$ cat src/rtl/eds_cfg.svh
// constants of the dma event-flag and operation-control block
// assumes an apb slave with 32-bit data and byte addresses
`ifndef EDS_CFG_SVH
`define EDS_CFG_SVH

// ---------------------------------------------------------------
// register byte offsets
// ---------------------------------------------------------------
`define EDS_OFF_COMMAND 16'h1000
`define EDS_OFF_POLL 16'h1004
`define EDS_OFF_FLAGS 16'h1014
`define EDS_OFF_OPCTL 16'h1018
`define EDS_OFF_MASK 16'h101c

// ---------------------------------------------------------------
// event flag bit positions
// ---------------------------------------------------------------
`define EDS_BIT_TX_FRAME_DONE 0
`define EDS_BIT_TX_STOPPED 1
`define EDS_BIT_TX_DESC_UNAVAIL 2
`define EDS_BIT_TX_JABBER 3
`define EDS_BIT_RX_OVERFLOW 4
`define EDS_BIT_TX_UNDERFLOW 5
`define EDS_BIT_RX_FRAME_DONE 6
`define EDS_BIT_RX_DESC_UNAVAIL 7
`define EDS_BIT_ABN_SUMMARY 15
`define EDS_ABN_FLAGS 8'hba

// ---------------------------------------------------------------
// operation control fields
// ---------------------------------------------------------------
`define EDS_BIT_KEEP_CSUM 26
`define EDS_BIT_RX_SF 25
`define EDS_BIT_KEEP_RX_NODESC 24
`define EDS_BIT_TX_SF 21
`define EDS_TTC_LSB 14
`define EDS_OPCTL_WMASK 32'h0721_c000
`define EDS_OPCTL_RESET 32'h0000_0000
`define EDS_FLAGS_RESET 8'h00
`define EDS_MASK_RESET 8'h00

// ---------------------------------------------------------------
// command and poll bits, descriptor status bits
// ---------------------------------------------------------------
`define EDS_CMD_TX_START 0
`define EDS_CMD_RX_START 1
`define EDS_CMD_TX_STOP 2
`define EDS_CMD_RX_STOP 3
`define EDS_POLL_TX 0
`define EDS_POLL_RX 1
`define EDS_TXD0_UNDERFLOW 1
`define EDS_TXD0_JABBER 14
`define EDS_RXD0_OVERFLOW 11

`endif

$ cat src/rtl/eds_pkg.sv
// types shared by the dma event-flag block, its assertion monitor and the engine model
// assumes eds_cfg.svh supplies the numeric constants
`default_nettype none

package eds_pkg;

    // -----------------------------------------------------------
    // dma process states
    // -----------------------------------------------------------
    typedef enum logic [1:0] {
        EDS_STOPPED = 2'b00,
        EDS_RUNNING = 2'b01,
        EDS_SUSPENDED = 2'b10
    } eds_proc_t;

    // -----------------------------------------------------------
    // event strobes from the dma engines, one-cycle pulses
    // -----------------------------------------------------------
    typedef struct packed {
        logic rx_desc_fetch;
        logic rx_desc_dma_owned;
        logic rx_frame_recognized;
        logic rx_frame_done;
        logic rx_overflow;
        logic rx_partial_passed;
        logic tx_desc_fetch;
        logic tx_desc_dma_owned;
        logic tx_underflow;
        logic tx_jabber;
        logic tx_frame_done;
        logic tx_ioc;
    } eds_evt_t;

    // descriptor first-word write-back
    typedef struct packed {
        logic valid;
        logic [31:0] word0;
    } eds_desc_wr_t;

endpackage : eds_pkg

`default_nettype wire

$ cat src/rtl/eds_tx_start.sv
// transmit start decision from fifo fill and operation control
// assumes fifo level and whole-frame flag come from pclk logic
`timescale 1ns/10ps
`default_nettype none
`include "eds_cfg.svh"

module eds_tx_start (
    input wire logic pclk,
    input wire logic presetn,
    input wire logic tx_store_forward,
    input wire logic [2:0] tx_threshold,
    input wire logic [8:0] tx_fifo_bytes,
    input wire logic tx_fifo_whole_frame,
    output logic tx_start_ok,
    output logic [8:0] tx_start_level
);

    // -----------------------------------------------------------
    // threshold decode
    // -----------------------------------------------------------
    function automatic logic [8:0] level_of(input logic [2:0] code);
        case (code)
            3'h0: level_of = 9'h040;
            3'h1: level_of = 9'h080;
            3'h2: level_of = 9'h0c0;
            3'h3: level_of = 9'h100;
            3'h4: level_of = 9'h028;
            3'h5: level_of = 9'h020;
            3'h6: level_of = 9'h018;
            default: level_of = 9'h010;
        endcase
    endfunction : level_of

    wire logic [8:0] level_w;
    wire logic over_w;
    wire logic start_next;

    assign level_w = level_of(tx_threshold);
    assign over_w = tx_fifo_bytes > level_w;
    // store-and-forward ignores the threshold
    assign start_next = tx_store_forward ? tx_fifo_whole_frame
                                         : (tx_fifo_whole_frame | over_w);

    always_ff @(posedge pclk or negedge presetn)
    begin
        if (!presetn)
        begin
            tx_start_ok <= 1'b0;
            tx_start_level <= 9'h000;
        end
        else
        begin
            tx_start_ok <= start_next;
            tx_start_level <= level_w;
        end
    end

endmodule : eds_tx_start

`default_nettype wire

$ cat src/rtl/eds_dma_status.sv
// dma event flags, operation control and process states, apb slave
// assumes event strobes are one-cycle pulses on pclk from the dma engines
`timescale 1ns/10ps
`default_nettype none
`include "eds_cfg.svh"

module eds_dma_status (
    input wire logic pclk,
    input wire logic presetn,
    input wire logic psel,
    input wire logic penable,
    input wire logic pwrite,
    input wire logic [15:0] paddr,
    input wire logic [31:0] pwdata,
    output logic [31:0] prdata,
    output logic pready,
    output logic pslverr,
    input wire eds_pkg::eds_evt_t evt,
    input wire logic [31:0] rx_frame_status,
    input wire logic forward_error_frames,
    input wire logic [8:0] tx_fifo_bytes,
    input wire logic tx_fifo_whole_frame,
    output eds_pkg::eds_desc_wr_t rx_desc_wr,
    output eds_pkg::eds_desc_wr_t tx_desc_wr,
    output eds_pkg::eds_proc_t rx_state,
    output eds_pkg::eds_proc_t tx_state,
    output logic rx_store_forward,
    output logic rx_flush_on_no_desc,
    output logic rx_drop_csum_errors,
    output logic tx_start_ok,
    output logic [8:0] tx_start_level,
    output logic irq
);

    // -----------------------------------------------------------
    // apb decode
    // -----------------------------------------------------------
    logic pready_reg;
    wire logic setup_w;
    wire logic access_w;
    wire logic wr_w;
    wire logic hit_cmd;
    wire logic hit_poll;
    wire logic hit_flags;
    wire logic hit_opctl;
    wire logic hit_mask;
    wire logic hit_any;

    // word match, byte lanes ignored
    function automatic logic hit_of(input logic [15:0] a,
                                    input logic [15:0] off);
        hit_of = a[15:2] == off[15:2];
    endfunction : hit_of

    // no wait state: setup cycle loads the answer, first access cycle sees pready
    assign setup_w = psel & ~penable;
    assign access_w = psel & penable & pready_reg;
    assign wr_w = access_w & pwrite;
    assign hit_cmd = hit_of(paddr, `EDS_OFF_COMMAND);
    assign hit_poll = hit_of(paddr, `EDS_OFF_POLL);
    assign hit_flags = hit_of(paddr, `EDS_OFF_FLAGS);
    assign hit_opctl = hit_of(paddr, `EDS_OFF_OPCTL);
    assign hit_mask = hit_of(paddr, `EDS_OFF_MASK);
    assign hit_any = hit_cmd | hit_poll | hit_flags | hit_opctl | hit_mask;

    // -----------------------------------------------------------
    // software strobes
    // -----------------------------------------------------------
    wire logic tx_start_cmd;
    wire logic rx_start_cmd;
    wire logic tx_stop_cmd;
    wire logic rx_stop_cmd;
    wire logic tx_poll;
    wire logic rx_poll;
    wire logic [7:0] flag_clr;

    assign tx_start_cmd = wr_w & hit_cmd & pwdata[`EDS_CMD_TX_START];
    assign rx_start_cmd = wr_w & hit_cmd & pwdata[`EDS_CMD_RX_START];
    assign tx_stop_cmd = wr_w & hit_cmd & pwdata[`EDS_CMD_TX_STOP];
    assign rx_stop_cmd = wr_w & hit_cmd & pwdata[`EDS_CMD_RX_STOP];
    assign tx_poll = wr_w & hit_poll & pwdata[`EDS_POLL_TX];
    assign rx_poll = wr_w & hit_poll & pwdata[`EDS_POLL_RX];
    assign flag_clr = (wr_w & hit_flags) ? pwdata[7:0] : 8'h00;

    // -----------------------------------------------------------
    // receive process
    // -----------------------------------------------------------
    eds_pkg::eds_proc_t rx_state_reg;
    eds_pkg::eds_proc_t rx_state_next;
    logic rx_prev_dma_reg;
    logic rx_ovf_pend_reg;
    wire logic rx_run;
    wire logic rx_no_desc;
    wire logic rx_ru_set;
    wire logic rx_resume;

    assign rx_run = rx_state_reg == eds_pkg::EDS_RUNNING;
    assign rx_no_desc = rx_run & evt.rx_desc_fetch & ~evt.rx_desc_dma_owned;
    assign rx_ru_set = rx_no_desc & rx_prev_dma_reg;
    assign rx_resume = rx_poll | evt.rx_frame_recognized;

    always_comb
    begin
        rx_state_next = rx_state_reg;
        case (rx_state_reg)
            eds_pkg::EDS_STOPPED:
                if (rx_start_cmd)
                    rx_state_next = eds_pkg::EDS_RUNNING;
            eds_pkg::EDS_RUNNING:
                if (rx_stop_cmd)
                    rx_state_next = eds_pkg::EDS_STOPPED;
                else if (rx_no_desc)
                    rx_state_next = eds_pkg::EDS_SUSPENDED;
            eds_pkg::EDS_SUSPENDED:
                if (rx_stop_cmd)
                    rx_state_next = eds_pkg::EDS_STOPPED;
                else if (rx_resume)
                    rx_state_next = eds_pkg::EDS_RUNNING;
            default:
                rx_state_next = eds_pkg::EDS_STOPPED;
        endcase
    end

    // -----------------------------------------------------------
    // transmit process
    // -----------------------------------------------------------
    eds_pkg::eds_proc_t tx_state_reg;
    eds_pkg::eds_proc_t tx_state_next;
    wire logic tx_run;
    wire logic tx_no_desc;
    wire logic tx_unf;
    wire logic tx_jab;
    wire logic tx_enter_stop;

    assign tx_run = tx_state_reg == eds_pkg::EDS_RUNNING;
    assign tx_no_desc = tx_run & evt.tx_desc_fetch & ~evt.tx_desc_dma_owned;
    assign tx_unf = tx_run & evt.tx_underflow;
    assign tx_jab = (tx_state_reg != eds_pkg::EDS_STOPPED) & evt.tx_jabber;
    assign tx_enter_stop = (tx_state_next == eds_pkg::EDS_STOPPED) &
                           (tx_state_reg != eds_pkg::EDS_STOPPED);

    always_comb
    begin
        tx_state_next = tx_state_reg;
        case (tx_state_reg)
            eds_pkg::EDS_STOPPED:
                if (tx_start_cmd)
                    tx_state_next = eds_pkg::EDS_RUNNING;
            eds_pkg::EDS_RUNNING:
                if (tx_stop_cmd | tx_jab)
                    tx_state_next = eds_pkg::EDS_STOPPED;
                else if (tx_unf)
                    tx_state_next = eds_pkg::EDS_SUSPENDED;
                else if (tx_no_desc)
                    tx_state_next = eds_pkg::EDS_SUSPENDED;
            eds_pkg::EDS_SUSPENDED:
                if (tx_stop_cmd | tx_jab)
                    tx_state_next = eds_pkg::EDS_STOPPED;
                else if (tx_poll)
                    tx_state_next = eds_pkg::EDS_RUNNING;
            default:
                tx_state_next = eds_pkg::EDS_STOPPED;
        endcase
    end

    // -----------------------------------------------------------
    // event flags and mask
    // -----------------------------------------------------------
    logic [7:0] flags_reg;
    logic [7:0] flags_next;
    logic [7:0] mask_reg;
    wire logic [7:0] flag_set;
    wire logic abn_summary;

    assign flag_set[`EDS_BIT_TX_FRAME_DONE] =
        evt.tx_frame_done & evt.tx_ioc;
    assign flag_set[`EDS_BIT_TX_STOPPED] = tx_enter_stop;
    assign flag_set[`EDS_BIT_TX_DESC_UNAVAIL] =
        tx_no_desc & ~tx_unf & ~tx_jab & ~tx_stop_cmd;
    assign flag_set[`EDS_BIT_TX_JABBER] = tx_jab;
    assign flag_set[`EDS_BIT_RX_OVERFLOW] = evt.rx_overflow;
    assign flag_set[`EDS_BIT_TX_UNDERFLOW] = tx_unf & ~tx_jab;
    assign flag_set[`EDS_BIT_RX_FRAME_DONE] = evt.rx_frame_done;
    assign flag_set[`EDS_BIT_RX_DESC_UNAVAIL] = rx_ru_set;

    // a set in the clearing cycle wins
    assign flags_next = (flags_reg & ~flag_clr) | flag_set;
    assign abn_summary = |(flags_reg & mask_reg & `EDS_ABN_FLAGS);

    // -----------------------------------------------------------
    // operation control
    // -----------------------------------------------------------
    logic [31:0] opctl_reg;
    wire logic keep_csum_error_frames;
    wire logic keep_rx_on_no_desc;
    wire logic rx_sf_w;
    wire logic tx_store_forward;
    wire logic [2:0] tx_threshold;

    assign keep_csum_error_frames = opctl_reg[`EDS_BIT_KEEP_CSUM];
    assign rx_sf_w = opctl_reg[`EDS_BIT_RX_SF];
    assign keep_rx_on_no_desc = opctl_reg[`EDS_BIT_KEEP_RX_NODESC];
    assign tx_store_forward = opctl_reg[`EDS_BIT_TX_SF];
    assign tx_threshold = opctl_reg[`EDS_TTC_LSB +: 3];

    // -----------------------------------------------------------
    // read data
    // -----------------------------------------------------------
    wire logic [31:0] rd_cmd;
    wire logic [31:0] rd_flags;
    wire logic [31:0] rd_mux;

    assign rd_cmd = {26'h0000000, rx_state_reg, 2'h0, tx_state_reg};
    assign rd_flags = {16'h0000, abn_summary, 7'h00, flags_reg};
    assign rd_mux = hit_cmd ? rd_cmd :
                    hit_flags ? rd_flags :
                    hit_opctl ? opctl_reg :
                    hit_mask ? {24'h000000, mask_reg} : 32'h0000_0000;

    // -----------------------------------------------------------
    // descriptor write-back
    // -----------------------------------------------------------
    eds_pkg::eds_desc_wr_t rx_desc_next;
    eds_pkg::eds_desc_wr_t tx_desc_next;
    wire logic rx_ovf_now;
    wire logic [31:0] rx_ovf_bit;
    wire logic [31:0] tx_unf_bit;
    wire logic [31:0] tx_jab_bit;

    assign rx_ovf_now = rx_ovf_pend_reg |
                        (evt.rx_overflow & evt.rx_partial_passed);
    assign rx_ovf_bit = 32'h0000_0001 << `EDS_RXD0_OVERFLOW;
    assign tx_unf_bit = 32'h0000_0001 << `EDS_TXD0_UNDERFLOW;
    assign tx_jab_bit = 32'h0000_0001 << `EDS_TXD0_JABBER;

    always_comb
    begin
        rx_desc_next.valid = evt.rx_frame_done;
        rx_desc_next.word0 = rx_frame_status |
                             (rx_ovf_now ? rx_ovf_bit : 32'h0000_0000);
        tx_desc_next.valid = evt.tx_frame_done | tx_unf | tx_jab;
        tx_desc_next.word0 = (tx_unf ? tx_unf_bit : 32'h0000_0000) |
                             (tx_jab ? tx_jab_bit : 32'h0000_0000);
    end

    // -----------------------------------------------------------
    // state registers
    // -----------------------------------------------------------
    always_ff @(posedge pclk or negedge presetn)
    begin
        if (!presetn)
        begin
            rx_state_reg <= eds_pkg::EDS_STOPPED;
            tx_state_reg <= eds_pkg::EDS_STOPPED;
            rx_prev_dma_reg <= 1'b1;
            rx_ovf_pend_reg <= 1'b0;
            flags_reg <= `EDS_FLAGS_RESET;
        end
        else
        begin
            rx_state_reg <= rx_state_next;
            tx_state_reg <= tx_state_next;
            if (evt.rx_desc_fetch)
                rx_prev_dma_reg <= evt.rx_desc_dma_owned;
            // partial frame overflow is carried to that frame's write-back
            if (evt.rx_frame_done)
                rx_ovf_pend_reg <= 1'b0;
            else if (evt.rx_overflow & evt.rx_partial_passed)
                rx_ovf_pend_reg <= 1'b1;
            flags_reg <= flags_next;
        end
    end

    always_ff @(posedge pclk or negedge presetn)
    begin
        if (!presetn)
        begin
            opctl_reg <= `EDS_OPCTL_RESET;
            mask_reg <= `EDS_MASK_RESET;
        end
        else
        begin
            // reserved bits never store
            if (wr_w & hit_opctl)
                opctl_reg <= pwdata & `EDS_OPCTL_WMASK;
            if (wr_w & hit_mask)
                mask_reg <= pwdata[7:0];
        end
    end

    // -----------------------------------------------------------
    // outputs
    // -----------------------------------------------------------
    always_ff @(posedge pclk or negedge presetn)
    begin
        if (!presetn)
        begin
            pready_reg <= 1'b0;
            prdata <= 32'h0000_0000;
            pslverr <= 1'b0;
            rx_desc_wr <= '0;
            tx_desc_wr <= '0;
            rx_store_forward <= 1'b0;
            rx_flush_on_no_desc <= 1'b1;
            rx_drop_csum_errors <= 1'b1;
            irq <= 1'b0;
        end
        else
        begin
            pready_reg <= setup_w;
            if (setup_w)
            begin
                prdata <= rd_mux;
                pslverr <= ~hit_any;
            end
            rx_desc_wr <= rx_desc_next;
            tx_desc_wr <= tx_desc_next;
            rx_store_forward <= rx_sf_w;
            rx_flush_on_no_desc <= ~keep_rx_on_no_desc;
            rx_drop_csum_errors <= ~keep_csum_error_frames &
                                   ~forward_error_frames;
            irq <= |(flags_reg & mask_reg);
        end
    end

    assign pready = pready_reg;
    assign rx_state = rx_state_reg;
    assign tx_state = tx_state_reg;

    // -----------------------------------------------------------
    // transmit start level
    // -----------------------------------------------------------
    eds_tx_start u_tx_start (
        .pclk(pclk),
        .presetn(presetn),
        .tx_store_forward(tx_store_forward),
        .tx_threshold(tx_threshold),
        .tx_fifo_bytes(tx_fifo_bytes),
        .tx_fifo_whole_frame(tx_fifo_whole_frame),
        .tx_start_ok(tx_start_ok),
        .tx_start_level(tx_start_level)
    );

endmodule : eds_dma_status

`default_nettype wire

$ cat config.mk
export PLATFORM = sky130hd
export DESIGN_NAME = eds_dma_status
export DESIGN_NICKNAME = d
export VERILOG_FILES = /design/src/rtl/eds_pkg.sv /design/src/rtl/eds_tx_start.sv /design/src/rtl/eds_dma_status.sv
export VERILOG_INCLUDE_DIRS = /design/src /design/src/rtl
export SDC_FILE = /design/constraint.sdc
export NUM_CORES = 1
export LEC_CHECK = 0
export ABC_AREA = 1
export BUFFER_PORTS_ARGS = -buffer_cell sky130_fd_sc_hd__buf_2
export CORE_MARGIN = 3
export CORE_UTILIZATION = 42
export CTS_BUF_LIST = sky130_fd_sc_hd__clkbuf_4
export DETAILED_ROUTE_END_ITERATION = 10
export HOLD_SLACK_MARGIN = 0.08
export PLACE_DENSITY = 0.79
export SLEW_MARGIN = 20
export SYNTH_ARGS = -nofsm -noshare
export SYNTH_HDL_FRONTEND = slang
export SYNTH_SLANG_ARGS = --single-unit
export TNS_END_PERCENT = 100
$ cat constraint.sdc
create_clock -name pclk -period 1.6 [get_ports pclk]
set_input_delay 0.24 -clock pclk [delete_from_list [all_inputs] [get_ports pclk]]
set_output_delay 0.24 -clock pclk [all_outputs]
set_load 0.01 [all_outputs]
Yosys cells after proc, flatten, opt, wreduce, memory -nomap -nowiden
Cells that the tools add are included.

$add $sub $neg: 0. Multiply operators: 0. Div/mod/pow operators: 0. Order comparisons: 1. Equal/unequal tests: 18. Shifts and indexed selects: 0. Multiplexer cells: 25. Bitwise gates (word level): 56. Reduce and logical (&&, ||, !) cells: 9.

Operators with widths (number): 2-to-1 mux 27 bit (3); equality test 14 x 11 -> 1 bit, second input constant (5); one-hot mux 9 bit (7 select lines) (1); OR 32 x 12 -> 32 bit (1); bitwise AND 1 bit (30); 2-to-1 mux 2 bit (12); bitwise AND 8 bit (2); 2-to-1 mux 8 bit (2); 2-to-1 mux 15 bit (1); OR 2 x 15 -> 15 bit (1); 2-to-1 mux 12 bit (1); one-hot mux 2 bit (3 select lines) (2); NOT 1 bit (10); OR 1 bit (10); equality test 3 bit, second input constant (3); > comparator 9 bit (1); NOT 8 bit (1); OR 8 bit (1); OR reduction 8 bit (1); equality test 3 x 2 -> 1 bit, second input constant (2); zero test 2 bit (3); OR reduction 5 bit (1); equality test 2 x 1 -> 1 bit, second input constant (2); equality test 2 bit, second input constant (2); other kinds (8) (11).

Register bits: 126. Latch bits: 0. Bits in writable memories: 0. Memory bits (read-only): 0. Input bits: 108. Output and inout bits: 118. Logic and storage cells: 129. Memories: 0.

Logic depth before layout (Yosys ltp)
Gate-level depths: netlist of the first run.

Word-level depth: 11. Gate-level depth with buffers: 11. Mapped depth without buffers: 11.

Modules after synthesis
A second synthesis of the first run with hierarchy kept.

Cells, all modules: 451. Area total of the unflattened synthesis: 4162.7 sq um.

By module, submodules not included: eds_dma_status (instances 1, cells each 394, area an instance 3717.3 sq um, seq. area each 2155.8 sq um); eds_tx_start (instances 1, cells each 57, area an instance 445.4 sq um, seq. area each 175.2 sq um).

Worst setup path before layout of the first run
No wires, ideal clock.

Kind: register to register. Start: register opctl_reg[14]. End: register u_tx_start.tx_start_ok. Setup time: 0.120 ns. Arrival: 1.413 ns. Required time: 1.480 ns. Slack: 0.067 ns. Cell stages (with the launch flop): 10. Path buffers: 0. Clock period less this slack: 1.533 ns. Path through: dfrtp_1 > nand2_1 > inv_1 > nor3_1 > inv_1 > ha_1 > nand2_1 > inv_1 > nand4_1 > a31o_2.

Cells in the longest elaborated chain, start to end: 5. Elaborated cells on any way between the ends: 11. Classes of those cells: order compare: 1; eq/ne: 6; mux: 2; bitwise: 1; reduce/logical: 1.

RTL lines: start, declared (line eds_dma_status.sv:193) `logic [31:0] opctl_reg;`; start signal, assigned (line eds_dma_status.sv:278) `` opctl_reg <= `EDS_OPCTL_RESET; ``; start signal, assigned (line eds_dma_status.sv:285) `` opctl_reg <= pwdata & `EDS_OPCTL_WMASK; ``; equality test 3 bit, or another cell as far along (line eds_tx_start.sv:22) `case (code)`; one-hot mux 9 bit (7 select lines) (*) (line eds_tx_start.sv:22); net u_tx_start.level_w[7] (line eds_tx_start.sv:34) `wire logic [8:0] level_w;`; > comparator 9 bit (*) (line eds_tx_start.sv:39) `assign over_w = tx_fifo_bytes > level_w;`; OR 1 bit (*) (line eds_tx_start.sv:42) `: (tx_fifo_whole_frame | over_w);`; 2-to-1 mux 1 bit (*) (line eds_tx_start.sv:41) `assign start_next = tx_store_forward ? tx_fifo_whole_frame`; net u_tx_start.start_next (line eds_tx_start.sv:36) `wire logic start_next;`; end signal, assigned (line eds_tx_start.sv:53) `tx_start_ok <= start_next;`; end, declared (line eds_tx_start.sv:14) `output logic tx_start_ok,`.

The timed path passes the listed nets; every way through them passes the cells marked *. A chain may end at the register's enable or synchronous reset.

Worst setup path in the final report of the first run
Ends and elaborated chain as after synthesis.

==> results.cfg, run 1 <==
[status]
status = finished with violations
violations = negative setup slack

[yosys]
synth_ff_type = dfrtp_1
yosys_warnings = 0
netlist_area_mm2 = 0.00419
avgSynthCellArea_um2 = 9.69
seq_area_frac_synth_pct = 55.7
ys_types = 38
yosysTopAreaCell = dfrtp_1
synth_top_area_share_pct = 53.8
yosys-top-cells-area = dfrtp_1 (54%), nand2_1 (9.9%), buf_4 (9.0%), inv_1 (3.7%), nor2_1 (2.9%)
synth.ff_latch_count = 93
postSynth.asyncResetShare_pct = 100
synth_edf_count = 0
synth_cells = 432

[critical_path]
regToRegSetupSlack_ps = -60
crit_path_max_fanout = 5
rr_startpoint = opctl_reg[14]$_DFFE_PN0P_
r2r_end = u_tx_start.tx_start_ok$_DFF_PN0_
crit_slowest_cell = dfrtp_2
start_kind = register
crit_type = register to register
cp.required_ps = 1970
critical-path-max-stage-delay_ps = 470
arrival_ps = 2030
r2r_cells = 9
startpoint = opctl_reg[14]$_DFFE_PN0P_
path_cells = nand2_2 > inv_2 > nor3_2 > inv_1 > ha_4 > nand2_2 > inv_2 > nand4_1 > a31o_2
critPathCaptureType = register

[clock_network]
clock-sinks = 93
htree_levels = 3
cts_tree = built
clock_latency_ps = 460
root_buffer = clkbuf_4
clockBufferDepth = 2
clkTransAtPathRegs_ps = 150
cts_buffers = 9

[finish]
antenna_cells = 0
area_delta_synth_final_pct = 40.4
num-nets-final = 787
reg_top3 = rx_desc_wr (33), prdata (15)
seq_area_mm2 = 0.00233
multi_input_area_mm2 = 0.00149
drive_above_1_share_pct = 35.4
largest_reg_flops = 33
nFillCells = 770
largest_register = rx_desc_wr

[pwr]
p_clk_share_pct = 32.3
p_int_mw = 3.39
p_seq_share_pct = 53.8
p_sw_mw = 1.23
p_leak_nw = 3.28
cellPowerDensity_mw_per_mm2 = 786
comb_power_share_pct = 13.9
p_sw_share_pct = 26.6
irDropWorstVdd_mv = 0.516

[placed_design]
place.gp.congestion = 0.870
port_buffers = 156
pre_cts_ws_ps = -78.7
hpwl_um = 8100

[routing]
postRouteAntennaNets = 0
routedWlPerCell_um = 14.5
num_vias = 3752
drc_errors = 0
firstDrtPassIters = 5
vias_per_cell = 4.65
wirelength_um = 11700
drt_iter0_drc = 187

[global_routing]
overflow = 0
track_usage_pct = 21.0
grt_pass1_vias = 3857
antenna_found_initial = 0
grt_max_degree = 94
grt_first_pass_wirelength_um = 18600

[sta]
setup_violations = 1
hold_violations = 0
max_slew_margin_pct = 66.6
clock.fmax_ghz = 0.602
fin_setup_tns_ps = -61.8
final.period_utilization_pct = 104
max_slew.worst_pin.slew_ps = 501
rsz0062_at_grt = true
period_needed_ps = 1660
setup_ws_ps = -61.8
drv_slew = 0
holdWs_ps = 130
skew_ps = 18.8

[floorplanning]
die_y_um = 106
row_count = 35
ios = 226
start_util_pct = 44.3
die_x_um = 106
dieArea_mm2 = 0.0112
core_area_mm2 = 0.00946

[hold_path]
hold_class = primary input to register
hold_path_startpoint = evt[5]
min_path_cells = 5
hold_end = flags_reg[2]$_DFF_PN0_

[run]
maxCapViolations = 0
==> final cells by class <==
cell class                 count  share of cell area (%)
tap                          129                    2.74
clock buffer                  10                    1.28
multi-input combinational    287                    25.4
sequential                    93                    39.7
timing repair buffer         234                    26.2
clock inverter                 6                    1.60
inverter                      48                    3.13
==> stage by stage <==
stage          instance area (um2)  utilization [%]  total power, mW  cells
6_report                      5880             62.2             4.62    807
5_1_grt                       5880             62.2             4.83    807
4_1_cts                       5840             61.7             4.64    805
3_5_place_dp                  5030             53.2             3.03    726
3_3_place_gp                  5030             53.2             3.00    726
2_1_floorplan                 4370                -             2.83    481
==> cells in the mapped netlist (2+ instances only) <==
master / instances
nor3_1: 2
o211ai_1: 2
nor2_1: 32
o21ai_1: 5
nand2_4: 3
inv_1: 41
dfrtp_1: 90
a21oi_1: 6
nor2_2: 3
nand2_1: 111
nor2_4: 4
clkbuf_1: 2
o21ai_2: 8
ha_1: 6
dfstp_2: 3
buf_4: 50
inv_2: 5
nand4_1: 8
o21ai_0: 10
a31oi_1: 2
mux2_4: 7
nand2_2: 3
nand3_1: 13
o31ai_1: 2
==> layout by cell type, fill, tap and decap left out, drive strengths merged <==
cell and n:
inv 49, nand4 8, dlygate4sd3 63, a31oi 2, a31o 1, dfstp 3
nor4 2, dfrtp 90, clkbuf 10, nand2 117, o21ai 23, nor3b 1
nor3 3, a21oi 6, conb 50, a221oi 1, clkinvlp 1, mux2 7
clkinv 2, o31ai 2, buf 171, nand3 15, nand3b 1, nor2 39
and2 1, bufinv 2, ha 6, o211ai 2
==> kinds of logic after synthesis <==
logic type                 Yosys count  synth area share [%]
buffers and inverters              101                  13.7
AOI/OAI and AO/OA                   37                  5.62
muxes                                7                  2.51
and+or+nand+nor                    187                  20.6
other                                1                0.0895
DFF                                 93                  55.7
adders and majority gates            6                  1.79
==> power groups by stage <==
stage	Clock [mW]	Combinational, mW	Sequential [mW]
global route	1.62	0.708	2.50
CTS	1.53	0.627	2.48
floorplan	0	0.275	2.55
global placement	0	0.482	2.52
finish	1.49	0.642	2.49
detailed placement	0	0.504	2.53
==> critical path: cells and delay by family (launching register included) <==
family / cells / cell delay, ps
flip-flops: 1 / 470
AO/OA/AOI/OAI: 1 / 250
AND/OR/NAND/NOR: 4 / 390
buffers and inverters: 3 / 190
adder cells (fa/ha/maj): 1 / 270
==> how the worst max path moves through the flow <==
stage | endpoint | slack (ps) | cells past startpoint
after floorplan | u_tx_start.tx_start_ok$_DFF_PN0_ | 70 | 9
after global placement | u_tx_start.tx_start_ok$_DFF_PN0_ | -20 | 9
after detailed placement | u_tx_start.tx_start_ok$_DFF_PN0_ | -80 | 9
after CTS | u_tx_start.tx_start_ok$_DFF_PN0_ | -40 | 9
after global routing | u_tx_start.tx_start_ok$_DFF_PN0_ | -150 | 9
final | u_tx_start.tx_start_ok$_DFF_PN0_ | -60 | 9
==> routing by layer <==
layer	GRT usage [%]	share of wire [%]	up-vias
li1	-	-	1747
met2	37.8	52	196
met4	8.79	3.2	0
met3	6.18	7.6	36
met1	22.8	37	1773
met5	0	0	-
==> what timing repair did <==
action	CTS	global route
pin swaps	1	5
setup endpoints to repair	1	4
endpoints found under the hold margin	153	0
setup buffers	0	2
resized for setup	2	10
hold buffers	63	0
(Power assumes the default switching activity.)
==> run 2, diff against run 1 <==
- CORE_UTILIZATION: 42 -> 50
- CTS_CLUSTER_DIAMETER: unset -> 60
- PLACE_DENSITY: 0.79 -> 0.88
- clock period: 1.6 -> 2.13 ns (I/O delays scaled with it)
==> results.cfg, run 2 (synthesis gave the netlist of run 1 again) <==
[routing]
vias_per_cell = 4.75
drc_errors = 0
routedWlPerCell_um = 15.2
drt_iter0_drc = 147
firstDrtPassIters = 6
wirelength_um = 11500
postRouteAntennaNets = 0
num_vias = 3576

[clock_network]
root_buffer = clkbuf_4
cts_buffers = 9
clockBufferDepth = 2
cts_tree = built
htree_levels = 3
clock-sinks = 93
clock_latency_ps = 440
clkTransAtPathRegs_ps = 150

[sta]
period_needed_ps = 1820
clock.fmax_ghz = 0.550
final.period_utilization_pct = 85.3
max_slew_margin_pct = 65.7
hold_violations = 0
drv_slew = 0
max_slew.worst_pin.slew_ps = 515
rsz0062_at_grt = false
setup_violations = 0
skew_ps = 8.71
fin_setup_tns_ps = 0
holdWs_ps = 115

[floorplanning]
die_y_um = 97.5
ios = 226
start_util_pct = 52.8
dieArea_mm2 = 0.00951
die_x_um = 97.5
core_area_mm2 = 0.00793
row_count = 32

[critical_path]
critical-path-max-stage-delay_ps = 420
r2r_cells = 8
critPathCaptureType = register
start_kind = register
r2r_end = flags_reg[1]$_DFF_PN0_
crit_slowest_cell = dfrtp_1
path_cells = nand4_1 > inv_2 > nand4_1 > nand2_1 > nor2_1 > a21oi_1 > nand2_1 > nand2_1
crit_path_max_fanout = 8
arrival_ps = 2210
cpMostUsedCell = nand2_1
regToRegSetupSlack_ps = 310
crit_type = register to register
cp.required_ps = 2530
rr_startpoint = pready$_DFF_PN0_

[placed_design]
hpwl_um = 8050
port_buffers = 156
place.gp.congestion = 0.844

[finish]
nFillCells = 564
drive_above_1_share_pct = 33.5
reg_top3 = rx_desc_wr (33), prdata (15)
antenna_cells = 0
num-nets-final = 760
area_delta_synth_final_pct = 33.1
largest_reg_flops = 33
layout_commonest_cell = buf_2
final_core_util_pct = 70.3
layout_common_cells = buf_2 (155), nand2_1 (111), dfrtp_1 (90), conb_1 (50), dlygate4sd3_1 (47)
largest_register = rx_desc_wr

[hold_path]
hold_class = primary input to register
hold_end = opctl_reg[24]$_DFFE_PN0P_
min_path_cells = 2
hold_path_startpoint = pwdata[24]

[run]
maxCapViolations = 0

[pwr]
p_total_mw = 3.46
comb_power_share_pct = 13.0
p_sw_share_pct = 27.2
irDropWorstVdd_mv = 0.361
p_seq_share_pct = 54.0
cellPowerDensity_mw_per_mm2 = 620
p_clk_share_pct = 33.0
p_leak_nw = 3.15
p_int_mw = 2.52
p_sw_mw = 0.940

[global_routing]
track_usage_pct = 23.6
antenna_found_initial = 0
overflow = 0
grt_max_degree = 41
grt_pass1_vias = 3627
grt_first_pass_wirelength_um = 17800

[status]
status = finished, final reports clean
-- run 2: changes by cell type in the layout (fill, tap and decap cells not counted), moves of 2 or more --
cell	change
nor2_2	-2
buf_4	-11
nand2_1	+2
inv_1	+2
dfrtp_1	+3
dfrtp_2	-3
nand2_2	-2
dlygate4sd3_1	-16
nor2_1	+2
-- run 2: routing by layer --
metal  track usage (%)  routed length [um]  vias to the layer above
met4              5.54                 136                        0
met1              27.6                4290                     1685
li1                  -                   -                     1689
met5                 0                   0                        -
met2              43.2                6140                      183
met3              6.17                 906                       19
-- run 2: area by class of cell --
| cell class | count | area [um2] | area share [%] |
|---|---|---|---|
| sequential | 93 | 2330 | 41.8 |
| tap | 102 | 128 | 2.29 |
| inverter | 48 | 181 | 3.26 |
| timing repair buffer | 207 | 1300 | 23.3 |
| clock buffer | 9 | 67.6 | 1.21 |
| multi-input combinational | 287 | 1470 | 26.3 |
| clock inverter | 7 | 104 | 1.86 |
-- run 2: worst max-delay path: cells and delay by family (launching register included) --
| kind | cells | cell delay [ps] |
|---|---|---|
| AO/OA/AOI/OAI | 1 | 210 |
| buffers and inverters | 1 | 330 |
| flip-flops | 1 | 420 |
| AND/OR/NAND/NOR | 6 | 790 |
-- run 2: power by group through the flow --
stage,sequential [mW],combinational (mW),clock [mW]
2_1_floorplan,1.92,0.206,0
3_3_place_gp,1.89,0.360,0
3_5_place_dp,1.90,0.375,0
4_1_cts,1.86,0.437,1.16
5_1_grt,1.87,0.498,1.24
6_report,1.87,0.451,1.14
-- run 2: how the worst max path moves through the flow --
| stage | from | endpoint | slack [ps] | depth (start not counted) |
|---|---|---|---|---|
| floorplan | opctl_reg[14]$_DFFE_PN0P_ | u_tx_start.tx_start_ok$_DFF_PN0_ | 600 | 9 |
| global placement | psel | flags_reg[1]$_DFF_PN0_ | 470 | 9 |
| detailed placement | psel | flags_reg[1]$_DFF_PN0_ | 400 | 9 |
| CTS | opctl_reg[14]$_DFFE_PN0P_ | u_tx_start.tx_start_ok$_DFF_PN0_ | 380 | 9 |
| global route | pready$_DFF_PN0_ | flags_reg[1]$_DFF_PN0_ | 210 | 8 |
| finish | pready$_DFF_PN0_ | flags_reg[1]$_DFF_PN0_ | 310 | 8 |
-- run 2: metrics by stage --
step | setup slack (ps) | std cells | instance area [um2]
6_report | 313 | 753 | 5570
5_1_grt | 210 | 753 | 5570
4_1_cts | 378 | 748 | 5520
3_5_place_dp | 402 | 690 | 4930
3_3_place_gp | 473 | 690 | 4930
2_1_floorplan | 597 | 481 | 4370
-- run 2: timing repair --
item | 4_1_cts | 5_1_grt
resized for setup | 0 | 0
setup buffers | 0 | 0
endpoints found under the hold margin | 79 | 5
hold buffers | 42 | 5
==> run 3, diff against run 2 <==
- ABC_CLOCK_PERIOD_IN_PS: unset -> 2130
- CELL_PAD_IN_SITES_DETAIL_PLACEMENT: unset -> 0
- CELL_PAD_IN_SITES_GLOBAL_PLACEMENT: unset -> 1
- CORE_UTILIZATION: 50 -> 36
- CTS_CLUSTER_SIZE: unset -> 12
- PLACE_DENSITY: 0.88 -> unset
- PLACE_DENSITY_LB_ADDON: unset -> 0.1
==> results.cfg, run 3 (synthesis gave the netlist of run 1 again) <==
[clock_network]
cts_buffers = 9
clkTransAtPathRegs_ps = 140
root_buffer = clkbuf_4
clock-sinks = 93
clockBufferDepth = 2
htree_levels = 3
clock_latency_ps = 460
cts_tree = built
post_cts_resized = 0

[floorplanning]
core_area_mm2 = 0.0111
ios = 226
die_x_um = 114
die_y_um = 114
dieArea_mm2 = 0.0130
start_util_pct = 37.8
row_count = 38

[sta]
fin_setup_tns_ps = 0
drv_slew = 0
setup_violations = 0
skew_ps = 13.9
clock.fmax_ghz = 0.590
rsz0062_at_grt = false
final.period_utilization_pct = 79.6
hold_violations = 0
period_needed_ps = 1700

[routing]
vias_per_cell = 4.31
postRouteAntennaNets = 0
firstDrtPassIters = 4
num_vias = 3428
drc_errors = 0
routedWlPerCell_um = 13.9
drt_iter0_drc = 142
wirelength_um = 11100

[global_routing]
grt.met2_usage_pct = 29.2
grt_first_pass_wirelength_um = 17500
use_met3_pct = 6.21
grt_pass1_vias = 3390
overflow = 0
grt_busiest_layer = met2
grt_max_degree = 36
track_usage_pct = 17.4
met1_usage_pct = 22.0
antenna_found_initial = 0

[finish]
area_delta_synth_final_pct = 34.0
layout_commonest_cell = buf_2
reg_top3 = rx_desc_wr (33), prdata (15)
antenna_cells = 0
num-nets-final = 765
largest_register = rx_desc_wr
nFillCells = 1069
layout_common_cells = buf_2 (155), nand2_1 (111), dfrtp_1 (90), dlygate4sd3_1 (51), conb_1 (50)
largest_reg_flops = 33
drive_above_1_share_pct = 33.2

[hold_path]
min_path_cells = 3
hold_path_startpoint = pwdata[4]
hold_end = mask_reg[4]$_DFFE_PN0P_
hold_class = primary input to register

[critical_path]
critical-path-max-stage-delay_ps = 470
rr_startpoint = opctl_reg[15]$_DFFE_PN0P_
critPathCaptureType = register
r2r_cells = 9
cp.required_ps = 2490
crit_type = register to register
cpMostUsedCell = inv_1
arrival_ps = 2060
crit_path_max_fanout = 6
path_cells = nand2_1 > inv_1 > nor3_1 > inv_1 > ha_1 > nand2_1 > inv_1 > nand4_1 > a31o_2
start_kind = register
regToRegSetupSlack_ps = 430
crit_slowest_cell = dfrtp_1
r2r_end = u_tx_start.tx_start_ok$_DFF_PN0_

[pwr]
p_total_mw = 3.15
irDropWorstVdd_mv = 0.322
cellPowerDensity_mw_per_mm2 = 562
p_leak_nw = 3.15

[status]
status = finished, final reports clean

[placed_design]
hpwl_um = 8440
place.gp.congestion = 0.789
port_buffers = 156

[run]
maxCapViolations = 0
==> run 3: worst max-delay path by stage <==
stage | from | end | slack, ps | depth (start not counted)
6_report | opctl_reg[15]$_DFFE_PN0P_ | u_tx_start.tx_start_ok$_DFF_PN0_ | 430 | 9
5_1_grt | pready$_DFF_PN0_ | flags_reg[1]$_DFF_PN0_ | 190 | 8
4_1_cts | opctl_reg[15]$_DFFE_PN0P_ | u_tx_start.tx_start_ok$_DFF_PN0_ | 400 | 9
3_5_place_dp | paddr[7] | flags_reg[2]$_DFF_PN0_ | 380 | 9
3_3_place_gp | psel | flags_reg[1]$_DFF_PN0_ | 410 | 9
2_1_floorplan | opctl_reg[14]$_DFFE_PN0P_ | u_tx_start.tx_start_ok$_DFF_PN0_ | 600 | 9
==> run 3: worst max-delay path, delay by kind of cell (launching register included) <==
kind,cells,cell delay [ps]
flops,1,470
fa+ha+maj,1,270
buf+inv,3,180
compound gates,1,250
simple gates,4,430
==> run 3: timing repair <==
action	CTS	global route
endpoints found under the hold margin	77	0
setup buffers	0	0
hold buffers	51	0
==> run 3: report_power, final <==
| group | switching (mW) | total, mW | internal (mW) | leakage [nW] |
|---|---|---|---|---|
| logic | 0.246 | 0.448 | 0.201 | 1.92 |
| clock network | 0.591 | 0.843 | 0.252 | 0.0642 |
| registers | 0.0348 | 1.86 | 1.83 | 1.17 |
| total | 0.873 | 3.15 | 2.28 | 3.15 |
==> run 3: layer usage <==
layer / share of wire (%) / wire length, um / up-vias
li1: - / - / 1713
met1: 42 / 4600 / 1571
met2: 48 / 5320 / 137
met3: 9.4 / 1040 / 7
met4: 0.86 / 95 / 0
met5: 0 / 0 / -
==> run 3: cell type report <==
type,count,area [um2],area share [%]
Timing Repair Buffer,212,1340,24.0
Tap cell,140,175,3.12
Inverter,48,181,3.23
Clock buffer,10,75.1,1.34
Sequential cell,93,2330,41.5
Clock inverter,6,38.8,0.691
Multi-Input combinational cell,287,1470,26.1
==> run 3: through the flow <==
step / hold slack (ps) / cells / worst slack (ps) / instance area [um2] / utilization, %
2_1_floorplan: 23.9 / 481 / 597 / 4370 / -
3_3_place_gp: 310 / 729 / 414 / 4990 / 45.0
3_5_place_dp: 313 / 729 / 383 / 4990 / 45.0
4_1_cts: 85.4 / 796 / 404 / 5610 / 50.6
5_1_grt: 82.5 / 796 / 188 / 5610 / 50.6
6_report: 121 / 796 / 435 / 5610 / 50.6
